[src/shared/pwo_pkg.sv]
package pwo_pkg;

  localparam int unsigned NUM_OUT = 6;
  localparam int unsigned NUM_PAIR = 3;
  localparam int unsigned DT_W = 6;
  localparam int unsigned EN_W = 3;

  // register byte offsets
  localparam logic [7:0] OFS_SEL = 8'h00;
  localparam logic [7:0] OFS_STATE = 8'h04;
  localparam logic [7:0] OFS_CTL0 = 8'h08;
  localparam logic [7:0] OFS_CTL1 = 8'h0c;
  localparam logic [7:0] OFS_STAT = 8'h10;

  // field positions
  localparam int unsigned CTL0_EN_LSB = 0;
  localparam int unsigned CTL0_IND_LSB = 3;
  localparam int unsigned CTL1_SYNC_BIT = 0;
  localparam int unsigned CTL1_DT_LSB = 8;
  localparam int unsigned STAT_HIGH_SIDE_POLARITY_BIT = 6;
  localparam int unsigned STAT_LOW_SIDE_POLARITY_BIT = 7;
  localparam int unsigned STAT_RPF_BIT = 8;

  // reset values
  localparam logic [5:0] SEL_RST = 6'h3f;
  localparam logic [5:0] STATE_RST = 6'h00;
  localparam logic [2:0] IND_RST = 3'h0;
  localparam logic [5:0] DT_RST = 6'h00;

  // output pin enable field codes
  localparam logic [2:0] EN_OFF = 3'h0;
  localparam logic [2:0] EN_P0 = 3'h1;
  localparam logic [2:0] EN_P01 = 3'h2;
  localparam logic [2:0] EN_ODD = 3'h3;
  localparam logic [2:0] EN_ALL = 3'h4;

  localparam logic [5:0] MASK_P0 = 6'h03;
  localparam logic [5:0] MASK_P01 = 6'h0f;
  localparam logic [5:0] MASK_ODD = 6'h2a;
  localparam logic [5:0] MASK_ALL = 6'h3f;

endpackage

[src/verilog/pwo_rst_sync.sv]
`timescale 1ns/1ps
module pwo_rst_sync (
  // clock and raw reset
  input wire logic clk_sys,
  input wire logic arst_n,
  // released reset
  output logic rst_n
);

  logic meta_q;
  logic sync_q;

  always_ff @(posedge clk_sys or negedge arst_n) begin
    if (!arst_n) begin
      meta_q <= 1'b0;
      sync_q <= 1'b0;
    end else begin
      meta_q <= 1'b1;
      sync_q <= meta_q;
    end
  end

  assign rst_n = sync_q;

endmodule

[src/verilog/pwo_dead_band.sv]
`timescale 1ns/1ps
module pwo_dead_band #(
  parameter int unsigned DT_W = 6
) (
  // clock and reset
  input wire logic clk_sys,
  input wire logic rst_n,
  // pair control
  input wire logic comp,
  input wire logic [DT_W-1:0] dt,
  // requested levels, active high
  input wire logic odd_req,
  input wire logic even_req,
  // gated levels
  output logic odd_o,
  output logic even_o
);

  if (DT_W < 1) begin : g_chk_dt
    $error("DT_W must be at least one");
  end

  logic cur_q;
  logic [DT_W-1:0] cnt_q;

  // odd level change restarts the dead band
  always_ff @(posedge clk_sys or negedge rst_n) begin
    if (!rst_n) begin
      cur_q <= 1'b0;
      cnt_q <= '0;
    end else if (odd_req != cur_q) begin
      cur_q <= odd_req;
      cnt_q <= dt;
    end else if (cnt_q != '0) begin
      cnt_q <= cnt_q - 1'b1;
    end
  end

  // complementary: even is the gated complement of odd
  always_comb begin
    if (comp) begin
      odd_o = cur_q & (cnt_q == '0);
      even_o = ~cur_q & (cnt_q == '0);
    end else begin
      odd_o = odd_req;
      even_o = even_req;
    end
  end

  no_overlap_a: assert property (@(posedge clk_sys) disable iff (!rst_n)
    comp |-> !(odd_o && even_o))
    else $error("both outputs of a complementary pair active");

  dead_gap_a: assert property (@(posedge clk_sys) disable iff (!rst_n)
    comp && (odd_req != cur_q) && (dt != '0) |=> !odd_o && !even_o)
    else $error("no dead band after odd level change");

endmodule

[src/verilog/pwo_top.sv]
`timescale 1ns/1ps
module pwo_top #(
  parameter int unsigned ADDR_W = 8,
  parameter int unsigned TB_W = 12
) (
  // clock and reset
  input wire logic clk_sys,
  input wire logic arst_n,
  // apb slave
  input wire logic psel,
  input wire logic penable,
  input wire logic pwrite,
  input wire logic [ADDR_W-1:0] paddr,
  input wire logic [31:0] pwdata,
  output logic [31:0] prdata,
  output logic pready,
  output logic pslverr,
  // configuration straps
  input wire logic cfg_high_side_polarity,
  input wire logic cfg_low_side_polarity,
  input wire logic cfg_reset_pin_function_select,
  // duty comparison and time base
  input wire logic [5:0] pwm_raw,
  input wire logic [TB_W-1:0] timebase_counter,
  input wire logic [TB_W-1:0] timebase_period,
  input wire logic center_aligned,
  // general purpose port latches
  input wire logic [5:0] port_data_latch,
  input wire logic [5:0] pin_direction_latch,
  // pins
  output logic [5:0] pin_o,
  output logic [5:0] pin_oe
);

  if (ADDR_W < 5) begin : g_chk_addr
    $error("ADDR_W too small for the register map");
  end
  if (TB_W < 1) begin : g_chk_tb
    $error("TB_W must be at least one");
  end

  ////////////////////////////////////////////////////////////////////
  // functions

  function automatic logic [5:0] en_decode(input logic [2:0] f);
    logic [5:0] m;
    m = '0;
    if (f == pwo_pkg::EN_P0) begin
      m = pwo_pkg::MASK_P0;
    end else if (f == pwo_pkg::EN_P01) begin
      m = pwo_pkg::MASK_P01;
    end else if (f == pwo_pkg::EN_ODD) begin
      m = pwo_pkg::MASK_ODD;
    end else if (f >= pwo_pkg::EN_ALL) begin
      m = pwo_pkg::MASK_ALL;
    end
    return m;
  endfunction

  function automatic logic [5:0] pol_mask(input logic hp, input logic lp);
    return {3{hp, lp}};
  endfunction

  function automatic logic [ADDR_W-1:0] ofs(input logic [7:0] o);
    return ADDR_W'(o);
  endfunction

  ////////////////////////////////////////////////////////////////////
  // reset

  logic rst_n;

  pwo_rst_sync u_rst (
    .clk_sys(clk_sys),
    .arst_n(arst_n),
    .rst_n(rst_n)
  );

  ////////////////////////////////////////////////////////////////////
  // straps

  logic init_q;
  logic high_side_polarity_q;
  logic low_side_polarity_q;
  logic rpf_q;

  // straps taken once, on the first edge after release
  always_ff @(posedge clk_sys or negedge rst_n) begin
    if (!rst_n) begin
      init_q <= 1'b1;
      high_side_polarity_q <= 1'b0;
      low_side_polarity_q <= 1'b0;
      rpf_q <= 1'b1;
    end else if (init_q) begin
      init_q <= 1'b0;
      high_side_polarity_q <= cfg_high_side_polarity;
      low_side_polarity_q <= cfg_low_side_polarity;
      rpf_q <= cfg_reset_pin_function_select;
    end
  end

  ////////////////////////////////////////////////////////////////////
  // apb decode

  logic wr_en;
  logic setup;
  logic hit;
  logic [31:0] rdata_d;
  logic [31:0] prdata_q;
  logic [5:0] sel_q;
  logic [5:0] st_q;
  logic [2:0] en_q;
  logic [2:0] ind_q;
  logic sync_en_q;
  logic [5:0] dt_q;
  logic [5:0] dt_out;

  assign setup = psel & ~penable;
  assign wr_en = psel & penable & pwrite & hit;
  assign pready = 1'b1;
  assign pslverr = psel & penable & ~hit;
  assign prdata = prdata_q;

  always_comb begin
    rdata_d = '0;
    hit = 1'b1;
    if (paddr == ofs(pwo_pkg::OFS_SEL)) begin
      rdata_d[5:0] = sel_q;
    end else if (paddr == ofs(pwo_pkg::OFS_STATE)) begin
      rdata_d[5:0] = st_q;
    end else if (paddr == ofs(pwo_pkg::OFS_CTL0)) begin
      rdata_d[pwo_pkg::CTL0_EN_LSB +: pwo_pkg::EN_W] = en_q;
      rdata_d[pwo_pkg::CTL0_IND_LSB +: pwo_pkg::NUM_PAIR] = ind_q;
    end else if (paddr == ofs(pwo_pkg::OFS_CTL1)) begin
      rdata_d[pwo_pkg::CTL1_SYNC_BIT] = sync_en_q;
      rdata_d[pwo_pkg::CTL1_DT_LSB +: pwo_pkg::DT_W] = dt_q;
    end else if (paddr == ofs(pwo_pkg::OFS_STAT)) begin
      rdata_d[5:0] = pin_o;
      rdata_d[pwo_pkg::STAT_HIGH_SIDE_POLARITY_BIT] = high_side_polarity_q;
      rdata_d[pwo_pkg::STAT_LOW_SIDE_POLARITY_BIT] = low_side_polarity_q;
      rdata_d[pwo_pkg::STAT_RPF_BIT] = rpf_q;
    end else begin
      hit = 1'b0;
    end
  end

  // read data prepared in the setup cycle
  always_ff @(posedge clk_sys or negedge rst_n) begin
    if (!rst_n) begin
      prdata_q <= '0;
    end else if (setup) begin
      prdata_q <= rdata_d;
    end
  end

  ////////////////////////////////////////////////////////////////////
  // registers

  always_ff @(posedge clk_sys or negedge rst_n) begin
    if (!rst_n) begin
      sel_q <= pwo_pkg::SEL_RST;
      st_q <= pwo_pkg::STATE_RST;
    end else if (wr_en && paddr == ofs(pwo_pkg::OFS_SEL)) begin
      sel_q <= pwdata[5:0];
    end else if (wr_en && paddr == ofs(pwo_pkg::OFS_STATE)) begin
      st_q <= pwdata[5:0];
    end
  end

  // pin enable field: cleared by reset, then strap decides
  always_ff @(posedge clk_sys or negedge rst_n) begin
    if (!rst_n) begin
      en_q <= pwo_pkg::EN_OFF;
      ind_q <= pwo_pkg::IND_RST;
    end else if (init_q) begin
      en_q <= cfg_reset_pin_function_select ? pwo_pkg::EN_OFF : pwo_pkg::EN_ALL;
    end else if (wr_en && paddr == ofs(pwo_pkg::OFS_CTL0)) begin
      en_q <= pwdata[pwo_pkg::CTL0_EN_LSB +: pwo_pkg::EN_W];
      ind_q <= pwdata[pwo_pkg::CTL0_IND_LSB +: pwo_pkg::NUM_PAIR];
    end
  end

  always_ff @(posedge clk_sys or negedge rst_n) begin
    if (!rst_n) begin
      sync_en_q <= 1'b0;
      dt_q <= pwo_pkg::DT_RST;
    end else if (wr_en && paddr == ofs(pwo_pkg::OFS_CTL1)) begin
      sync_en_q <= pwdata[pwo_pkg::CTL1_SYNC_BIT];
      dt_q <= pwdata[pwo_pkg::CTL1_DT_LSB +: pwo_pkg::DT_W];
    end
  end

  ////////////////////////////////////////////////////////////////////
  // override synchronisation

  logic sync_pt;
  logic [5:0] sel_act_q;
  logic [5:0] st_act_q;

  assign sync_pt = (timebase_counter == '0) |
    (center_aligned & (timebase_counter == timebase_period));

  always_ff @(posedge clk_sys or negedge rst_n) begin
    if (!rst_n) begin
      sel_act_q <= pwo_pkg::SEL_RST;
      st_act_q <= pwo_pkg::STATE_RST;
    end else if (!sync_en_q || sync_pt) begin
      sel_act_q <= sel_q;
      st_act_q <= st_q;
    end
  end

  ////////////////////////////////////////////////////////////////////
  // output path

  logic [5:0] lvl;
  logic [5:0] pin_en;
  logic [5:0] pol_out;
  logic [5:0] pin_o_q;
  logic [5:0] pin_oe_q;

  // select one: duty comparison, zero: manual bit
  assign lvl = (sel_act_q & pwm_raw) | (~sel_act_q & st_act_q);

  for (genvar p = 0; p < pwo_pkg::NUM_PAIR; p++) begin : g_pair
    pwo_dead_band #(
      .DT_W(pwo_pkg::DT_W)
    ) u_db (
      .clk_sys(clk_sys),
      .rst_n(rst_n),
      .comp(~ind_q[p]),
      .dt(dt_q),
      .odd_req(lvl[2*p+1]),
      .even_req(lvl[2*p]),
      .odd_o(dt_out[2*p+1]),
      .even_o(dt_out[2*p])
    );
  end

  assign pin_en = en_decode(en_q);
  assign pol_out = dt_out ^ pol_mask(high_side_polarity_q, low_side_polarity_q);

  always_ff @(posedge clk_sys or negedge rst_n) begin
    if (!rst_n) begin
      pin_o_q <= '0;
      pin_oe_q <= '0;
    end else begin
      for (int i = 0; i < pwo_pkg::NUM_OUT; i++) begin
        if (pin_en[i]) begin
          pin_o_q[i] <= pol_out[i];
          pin_oe_q[i] <= 1'b1;
        end else begin
          pin_o_q[i] <= port_data_latch[i];
          pin_oe_q[i] <= ~pin_direction_latch[i];
        end
      end
    end
  end

  assign pin_o = pin_o_q;
  assign pin_oe = pin_oe_q;

  ////////////////////////////////////////////////////////////////////
  // checks

  sel_upper_a: assert property (@(posedge clk_sys) disable iff (!rst_n)
    setup && paddr == ofs(pwo_pkg::OFS_SEL) |=> prdata[31:6] == '0 && prdata[5:0] == $past(sel_q))
    else $error("override select readback wrong");

  sync_hold_a: assert property (@(posedge clk_sys) disable iff (!rst_n)
    sync_en_q && !sync_pt |=> $stable(sel_act_q) && $stable(st_act_q))
    else $error("override applied outside a sync point");

  edge_apply_a: assert property (@(posedge clk_sys) disable iff (!rst_n)
    sync_en_q && timebase_counter == '0 |=> sel_act_q == $past(sel_q))
    else $error("override not applied at counter zero");

  center_apply_a: assert property (@(posedge clk_sys) disable iff (!rst_n)
    sync_en_q && center_aligned && timebase_counter == timebase_period
    |=> st_act_q == $past(st_q))
    else $error("override not applied at period match");

  async_apply_a: assert property (@(posedge clk_sys) disable iff (!rst_n)
    !sync_en_q |=> sel_act_q == $past(sel_q) && st_act_q == $past(st_q))
    else $error("override not applied at once");

  strap_load_a: assert property (@(posedge clk_sys) disable iff (!rst_n)
    init_q && !cfg_reset_pin_function_select |=> en_q == pwo_pkg::EN_ALL)
    else $error("pin enable field not loaded from strap");

  strap_clear_a: assert property (@(posedge clk_sys) disable iff (!rst_n)
    init_q && cfg_reset_pin_function_select |=> en_q == pwo_pkg::EN_OFF ##1 pin_oe == ~$past(pin_direction_latch))
    else $error("pin enable field not cleared at reset");

  pin_drive_a: assert property (@(posedge clk_sys) disable iff (!rst_n)
    pin_en == pwo_pkg::MASK_ALL |=> pin_oe == 6'h3f && pin_o == $past(pol_out))
    else $error("enabled pin not driven by pwm path");

  odd_pol_a: assert property (@(posedge clk_sys) disable iff (!rst_n)
    pin_en[1] && !init_q |=> pin_o[1] == ($past(dt_out[1]) ^ high_side_polarity_q))
    else $error("high side polarity wrong");

  even_pol_a: assert property (@(posedge clk_sys) disable iff (!rst_n)
    pin_en[0] && !init_q |=> pin_o[0] == ($past(dt_out[0]) ^ low_side_polarity_q))
    else $error("low side polarity wrong");

  manual_lvl_a: assert property (@(posedge clk_sys) disable iff (!rst_n)
    ind_q[0] && !sel_act_q[1] && pin_en[1] && !init_q
    |=> pin_o[1] == ($past(st_act_q[1]) ^ high_side_polarity_q))
    else $error("manual output bit not obeyed");

  latch_follow_a: assert property (@(posedge clk_sys) disable iff (!rst_n)
    !pin_en[0] |=> pin_o[0] == $past(port_data_latch[0])
    && pin_oe[0] == !$past(pin_direction_latch[0]))
    else $error("disabled pin not under port latch control");

  sel_write_a: assert property (@(posedge clk_sys) disable iff (!rst_n)
    wr_en && paddr == ofs(pwo_pkg::OFS_SEL) |=> sel_q == $past(pwdata[5:0]))
    else $error("override select write lost");

  state_write_a: assert property (@(posedge clk_sys) disable iff (!rst_n)
    wr_en && paddr == ofs(pwo_pkg::OFS_STATE) |=> st_q == $past(pwdata[5:0]))
    else $error("manual output write lost");

endmodule

[config.mk]
export PLATFORM = sky130hd
export DESIGN_NAME = pwo_top
export DESIGN_NICKNAME = d
export VERILOG_FILES = /design/src/shared/pwo_pkg.sv /design/src/verilog/pwo_rst_sync.sv /design/src/verilog/pwo_dead_band.sv /design/src/verilog/pwo_top.sv
export SDC_FILE = /design/constraint.sdc
export NUM_CORES = 1
export LEC_CHECK = 0
export ABC_CLOCK_PERIOD_IN_PS = 3200
export BUFFER_PORTS_ARGS = -buffer_cell sky130_fd_sc_hd__buf_4
export CAP_MARGIN = 5
export CORE_ASPECT_RATIO = 2
export CORE_MARGIN = 2
export CORE_UTILIZATION = 52
export DETAILED_ROUTE_END_ITERATION = 6
export GPL_TIMING_DRIVEN = 0
export PLACE_DENSITY = 0.8
export SLEW_MARGIN = 5
export SYNTH_ARGS = -nofsm -noshare
export SYNTH_HDL_FRONTEND = slang
export SYNTH_SLANG_ARGS = --single-unit
[constraint.sdc]
create_clock -name clk_sys -period 3.2 [get_ports clk_sys]
set_input_delay 0.16 -clock clk_sys [delete_from_list [all_inputs] [get_ports clk_sys]]
set_output_delay 0.16 -clock clk_sys [all_outputs]
set_load 0.03 [all_outputs]
### Yosys cells after proc, flatten, opt, wreduce, memory -nomap -nowiden

Cells that the tools add are included.

* output and inout bits: 46
* flip-flop bits (word level): 90
* word-level logic and storage cells: 136

* reductions and logical operators: 20
* multiplexer cells: 47
* add/subtract/negate cells: 3
* equal/unequal tests: 11
* bitwise gates (word level): 31
* magnitude comparators: 1

Operator list (number)
* 6-bit 2-to-1 mux: 13
* 1-bit 2-to-1 mux: 25
* 8-bit 2-to-1 mux: 3
* 6-bit zero test: 3
* 6-bit nonzero test: 3
* 6-bit by 1-bit subtractor with 6-bit output (second input constant): 3
* 8-bit by 4-bit equality test with 1-bit output (second input constant): 2
* 1-bit NOT: 13
* 1-bit AND: 12
* 6-bit AND: 2
* 12-bit equality test: 1
* 12-bit zero test: 1
* 3-bit 2-to-1 mux: 3
* 9-bit 2-to-1 mux: 1
* 8-bit by 3-bit equality test with 1-bit output (second input constant): 1
* 8-bit by 5-bit equality test with 1-bit output (second input constant): 1
* 8-bit zero test: 1
* 2-bit nonzero test: 4
* 7-bit 2-to-1 mux: 1
* 3-bit by 2-bit equality test with 1-bit output (second input constant): 2
* 6-bit NOT: 1
* 6-bit bitwise OR: 1
* 6-bit bitwise XOR: 1
* 5-bit 2-to-1 mux: 1
* 8 further kinds: 14

### Longest topological paths before layout

* depth in word-level cells: 10
* depth in mapped cells: 6
* mapped depth without buffers: 6

### By module

A second synthesis with hierarchy kept.

* cell total of the unflattened synthesis: 433
* area, all modules: 4702.0 um^2

By module, submodules not included
* pwo_top: sequential area each 1694.1 um^2, instances 1, cells an instance 292, area each 3338.2 um^2
* pwo_dead_band: sequential area each 175.2 um^2, instances 3, cells an instance 46, area each 436.7 um^2
* pwo_rst_sync: sequential area each 50.0 um^2, instances 1, cells an instance 3, area each 53.8 um^2

### Worst setup path after synthesis

No wires, ideal clock.

* kind: input to register
* start point: input paddr[0]
* end point: register st_q[0]
* path slack: 1238 ps
* arrival time: 1838 ps
* library setup time: 125 ps
* path buffers: 1
* stages: 5
* cell sequence: or4_4 -> or3_1 -> buf_2 -> nor3b_4 -> mux2_2

* longest elaborated chain between the ends: 10

RTL lines
* from (decl): line pwo_top.sv:13 `input wire logic [ADDR_W-1:0] paddr,`
* 8-bit by 5-bit equality test with 1-bit output: line pwo_top.sv:137 `end else if (paddr == ofs(pwo_pkg::OFS_STAT)) begin`
* 1-bit 2-to-1 mux: line pwo_top.sv:137
* 1-bit 2-to-1 mux: line pwo_top.sv:134 `end else if (paddr == ofs(pwo_pkg::OFS_CTL1)) begin`
* 1-bit 2-to-1 mux: line pwo_top.sv:131 `end else if (paddr == ofs(pwo_pkg::OFS_CTL0)) begin`
* 1-bit 2-to-1 mux: line pwo_top.sv:129 `end else if (paddr == ofs(pwo_pkg::OFS_STATE)) begin`
* 1-bit 2-to-1 mux: line pwo_top.sv:127 `if (paddr == ofs(pwo_pkg::OFS_SEL)) begin`
* 1-bit AND: line pwo_top.sv:119 `assign wr_en = psel & penable & pwrite & hit;`
* 1-bit logical AND: line pwo_top.sv:163 `end else if (wr_en && paddr == ofs(pwo_pkg::OFS_SEL)) begin`
* 1-bit NOT (no line)
* 2-bit AND reduction (no line) *
* to (signal assigned): line pwo_top.sv:162 `st_q <= pwo_pkg::STATE_RST;`
* to (signal assigned): line pwo_top.sv:166 `st_q <= pwdata[5:0];`
* to (decl): line pwo_top.sv:111 `logic [5:0] st_q;`

Mark *: on every way between the ends. The rest lies on a longest branch, timed or not.
A chain may end at the register's enable or synchronous reset.

### Final worst setup path

* start point: input timebase_counter[8]
* end point: register st_act_q[3]

* longest elaborated chain between the ends: 4

RTL lines
* from (decl): line pwo_top.sv:24 `input wire logic [TB_W-1:0] timebase_counter,`
* 12-bit equality test: line pwo_top.sv:201 `(center_aligned & (timebase_counter == timebase_period));`
* 1-bit AND: line pwo_top.sv:201
* 1-bit bitwise OR *: line pwo_top.sv:200 `assign sync_pt = (timebase_counter == '0) |`
* 1-bit logical OR *: line pwo_top.sv:207 `end else if (!sync_en_q || sync_pt) begin`
* to (signal assigned): line pwo_top.sv:206 `st_act_q <= pwo_pkg::STATE_RST;`
* to (signal assigned): line pwo_top.sv:209 `st_act_q <= st_q;`
* to (decl): line pwo_top.sv:198 `logic [5:0] st_act_q;`

Marks and branches as above.

==> flow_metrics.env <==
export IMPL_outcome="finished, final reports clean"
export IMPL_io_buffers=95
export IMPL_p_total_uw=3295
export IMPL_ys_seq_area_frac=0.5014
export IMPL_die_y_um=136.0
export IMPL_rsz0062_at_grt="no"
export IMPL_timing_worst_setup_path_type="in2reg"
export IMPL_path_max_fanout=10
export IMPL_synth_edf_count=0
export IMPL_fillerInstances=652
export IMPL_grt_max_degree=61
export IMPL_clkSinkCount=90
export IMPL_ir_drop_uv=408.7
export IMPL_largest_register_ffs=18
export IMPL_path_clk_slew_ps=60
export IMPL_clk_path_buf_depth=2
export IMPL_drtIter0Drc=198
export IMPL_cts_setup_buffers=0
export IMPL_finClkSkew_ps=8.217
export IMPL_avgSynthCellArea_um2=11.21
export IMPL_synthFlopType="dfrtp_1"
export IMPL_wire_per_inst_um=17.04
export IMPL_antenna_found_initial=0
export IMPL_grt_pass1_vias=3629
export IMPL_rows=48
export IMPL_insertion_delay_ps=340
export IMPL_dp_hpwl_mm=8.569
export IMPL_hold_start="port_data_latch[1]"
export IMPL_hp_class="in2reg"
export IMPL_ctsHoldBuffers=8
export IMPL_regMostFlops="g_pair.u_db.cnt_q"
export IMPL_r2r_end="g_pair[1].u_db.cnt_q[1]$_DFFE_PN0P_"
export IMPL_area_delta_synth_final_pct=28.94
export IMPL_gp_congestion=0.8342
export IMPL_ys_ff_latch=90
export IMPL_syn_cell_area_um2=4527
export IMPL_grt_use_total=0.2406
export IMPL_ys_async_sr_fraction=1.000
export IMPL_drv_slew=0
export IMPL_grt_overflow_total=0
export IMPL_drt_pass1_iterations=4
export IMPL_crit_start="timebase_counter[8]"
export IMPL_crit_arrival_ps=2380
export IMPL_startpoint_type="input pin"
export IMPL_fmax_mhz=463.0
export IMPL_htreeDepth=3
export IMPL_pin_count=137
export IMPL_reg2reg_slack_ps=1350
export IMPL_dieArea_um2=9513
export IMPL_finalSetupViolCount=0
export IMPL_synth_cell_types=46
export IMPL_crit_end="st_act_q[3]$_DFFE_PN0P_"
export IMPL_vias=3536
export IMPL_cts_buffers=9
export IMPL_drc=0
export IMPL_cap_viol_max_count=0
export IMPL_finish_utilization=0.6844
export IMPL_num_antenna_cells=0
export IMPL_ctsResizeCount=0
export IMPL_finalHoldViolCount=0
export IMPL_r2r_start="g_pair[1].u_db.cnt_q[2]$_DFFE_PN0P_"
export IMPL_ctsRootBufferMaster="clkbuf_16"
export IMPL_p_leak_uw=0.002722
export IMPL_nets=635
export IMPL_die_w_um=69.98
export IMPL_antenna_left=0
export IMPL_drive_gt1_frac=0.3665
export IMPL_worstSetupEndpointType="flip-flop"
export IMPL_yosysWarnings=0
export IMPL_synthCells=404
export IMPL_post_route_period_util=0.6749
export IMPL_power_density_nw_per_um2=564.6
export IMPL_r2r_cells=5
export IMPL_relSlewSlack=0.2500
export IMPL_cts_tree="done"
export IMPL_via_per_inst=5.499
export IMPL_worst_slew_pin_slew_ps=1110
export IMPL_core_area_um2=8528
export IMPL_critical_path_required_ps=3420
export IMPL_fin_crit_ps=2160
export IMPL_start_util=0.5308
export IMPL_grt_pass1_wl_mm=17.55
export IMPL_wl_mm=10.96
export IMPL_hold_ws_ps=27.72
Yosys cell counts (3+ instances only):
cell       number  share of area
a21oi_1         5         0.0055
a22o_1         11          0.021
a2bb2oi_1       5         0.0097
a32oi_1         4         0.0077
buf_4          19          0.032
clkbuf_1       13          0.011
dfrtp_1        76           0.42
dfstp_2        14          0.081
ha_1            6          0.017
inv_1           9         0.0075
mux2_2         47           0.12
mux2i_1        13          0.029
nand2_1        42          0.035
nand2b_1        4         0.0055
nand3_1         6         0.0066
nor2_1         16          0.013
nor2b_1         6         0.0083
nor3_1          7         0.0077
nor4_1          7         0.0097
o21ai_0        17          0.019
o31ai_1        12          0.020
or3_1           3         0.0041
xnor2_1        22          0.043
xor2_1         12          0.023
worst min path at each step:
stage / cells past startpoint / to
2_1_floorplan: 0 / u_rst.meta_q$_DFF_PN0_
3_3_place_gp: 1 / u_rst.rst_n$_DFF_PN0_
3_5_place_dp: 1 / u_rst.meta_q$_DFF_PN0_
4_1_cts: 3 / pin_o[1]$_DFF_PN0_
5_1_grt: 3 / pin_o[2]$_DFF_PN0_
6_report: 3 / pin_o[1]$_DFF_PN0_
critical path: stages:
cell and delay [ps]:
buf_4 120, xnor2_1 180, nand3_1 110, o41ai_1 1010, buf_2 440, mux2_2 370
stage by stage:
stage / area [um^2] / TNS (ps) / instances / worst slack, ps
after floorplan: 4598 / 0 / 423 / 532.0
after global placement: 5436 / -28090 / 618 / -385.7
after detailed placement: 5468 / 0 / 619 / 701.1
after CTS: 5837 / 0 / 643 / 1055
after global routing: 5837 / 0 / 643 / 1009
final: 5837 / 0 / 643 / 1040
where the power goes:
part	internal [uW]	total, uW	switching [uW]
Combinational	409	837	429
Sequential	1300	1430	134
Clock	604	1030	423
area by class of cell:
cell class | instances | area (um^2) | area share
Clock inverter | 5 | 56.30 | 0.009646
Clock buffer | 11 | 232.7 | 0.03987
Timing Repair Buffer | 104 | 820.8 | 0.1406
Sequential cell | 90 | 2273 | 0.3895
Inverter | 9 | 33.78 | 0.005788
Buffer | 36 | 209.0 | 0.03580
Multi-Input combinational cell | 288 | 2086 | 0.3573
Tap cell | 100 | 125.1 | 0.02144
layer usage:
| metal | global-route usage | vias to the layer above | part of all wire | wire length [um] |
|---|---|---|---|---|
| met5 | 0 | - | 0 | 0 |
| met2 | 0.4460 | 107 | 0.56 | 6149 |
| li1 | - | 1655 | - | - |
| met4 | 0.1282 | 0 | 0.042 | 458 |
| met3 | 0.04670 | 29 | 0.041 | 448 |
| met1 | 0.2512 | 1745 | 0.36 | 3901 |
kinds of logic after synthesis:
| kind of cell | Yosys count | synth area share |
|---|---|---|
| other | 2 | 0.001659 |
| buffers and inverters | 45 | 0.05362 |
| flip-flops | 90 | 0.5014 |
| multiplexers | 60 | 0.1457 |
| AND/OR/NAND/NOR | 107 | 0.1213 |
| XOR/XNOR | 34 | 0.06578 |
| AO/OA/AOI/OAI | 60 | 0.09398 |
| adder cells (fa/ha/maj) | 6 | 0.01658 |
placed cells by master, fill, tap and decap left out, types with 3 or more instances in the layout:
| cell | n |
|---|---|
| mux2i_1 | 13 |
| buf_4 | 114 |
| xor2_1 | 12 |
| o31ai_1 | 12 |
| dfrtp_1 | 75 |
| mux2_2 | 47 |
| nor2_1 | 16 |
| o21ai_0 | 17 |
| nand3_1 | 6 |
| a32oi_1 | 4 |
| nor2b_1 | 6 |
| ha_1 | 6 |
| dfstp_2 | 14 |
| xnor2_1 | 22 |
| or3_1 | 3 |
| a2bb2oi_1 | 5 |
| clkbuf_1 | 15 |
| conb_1 | 21 |
| clkbuf_16 | 9 |
| nor4_1 | 7 |
| nand2b_1 | 4 |
| nor3_1 | 7 |
| dlygate4sd3_1 | 8 |
| a21oi_1 | 5 |
| inv_1 | 9 |
| a22o_1 | 11 |
| nand2_1 | 42 |
Note: power is estimated with default switching activity, not from simulation.
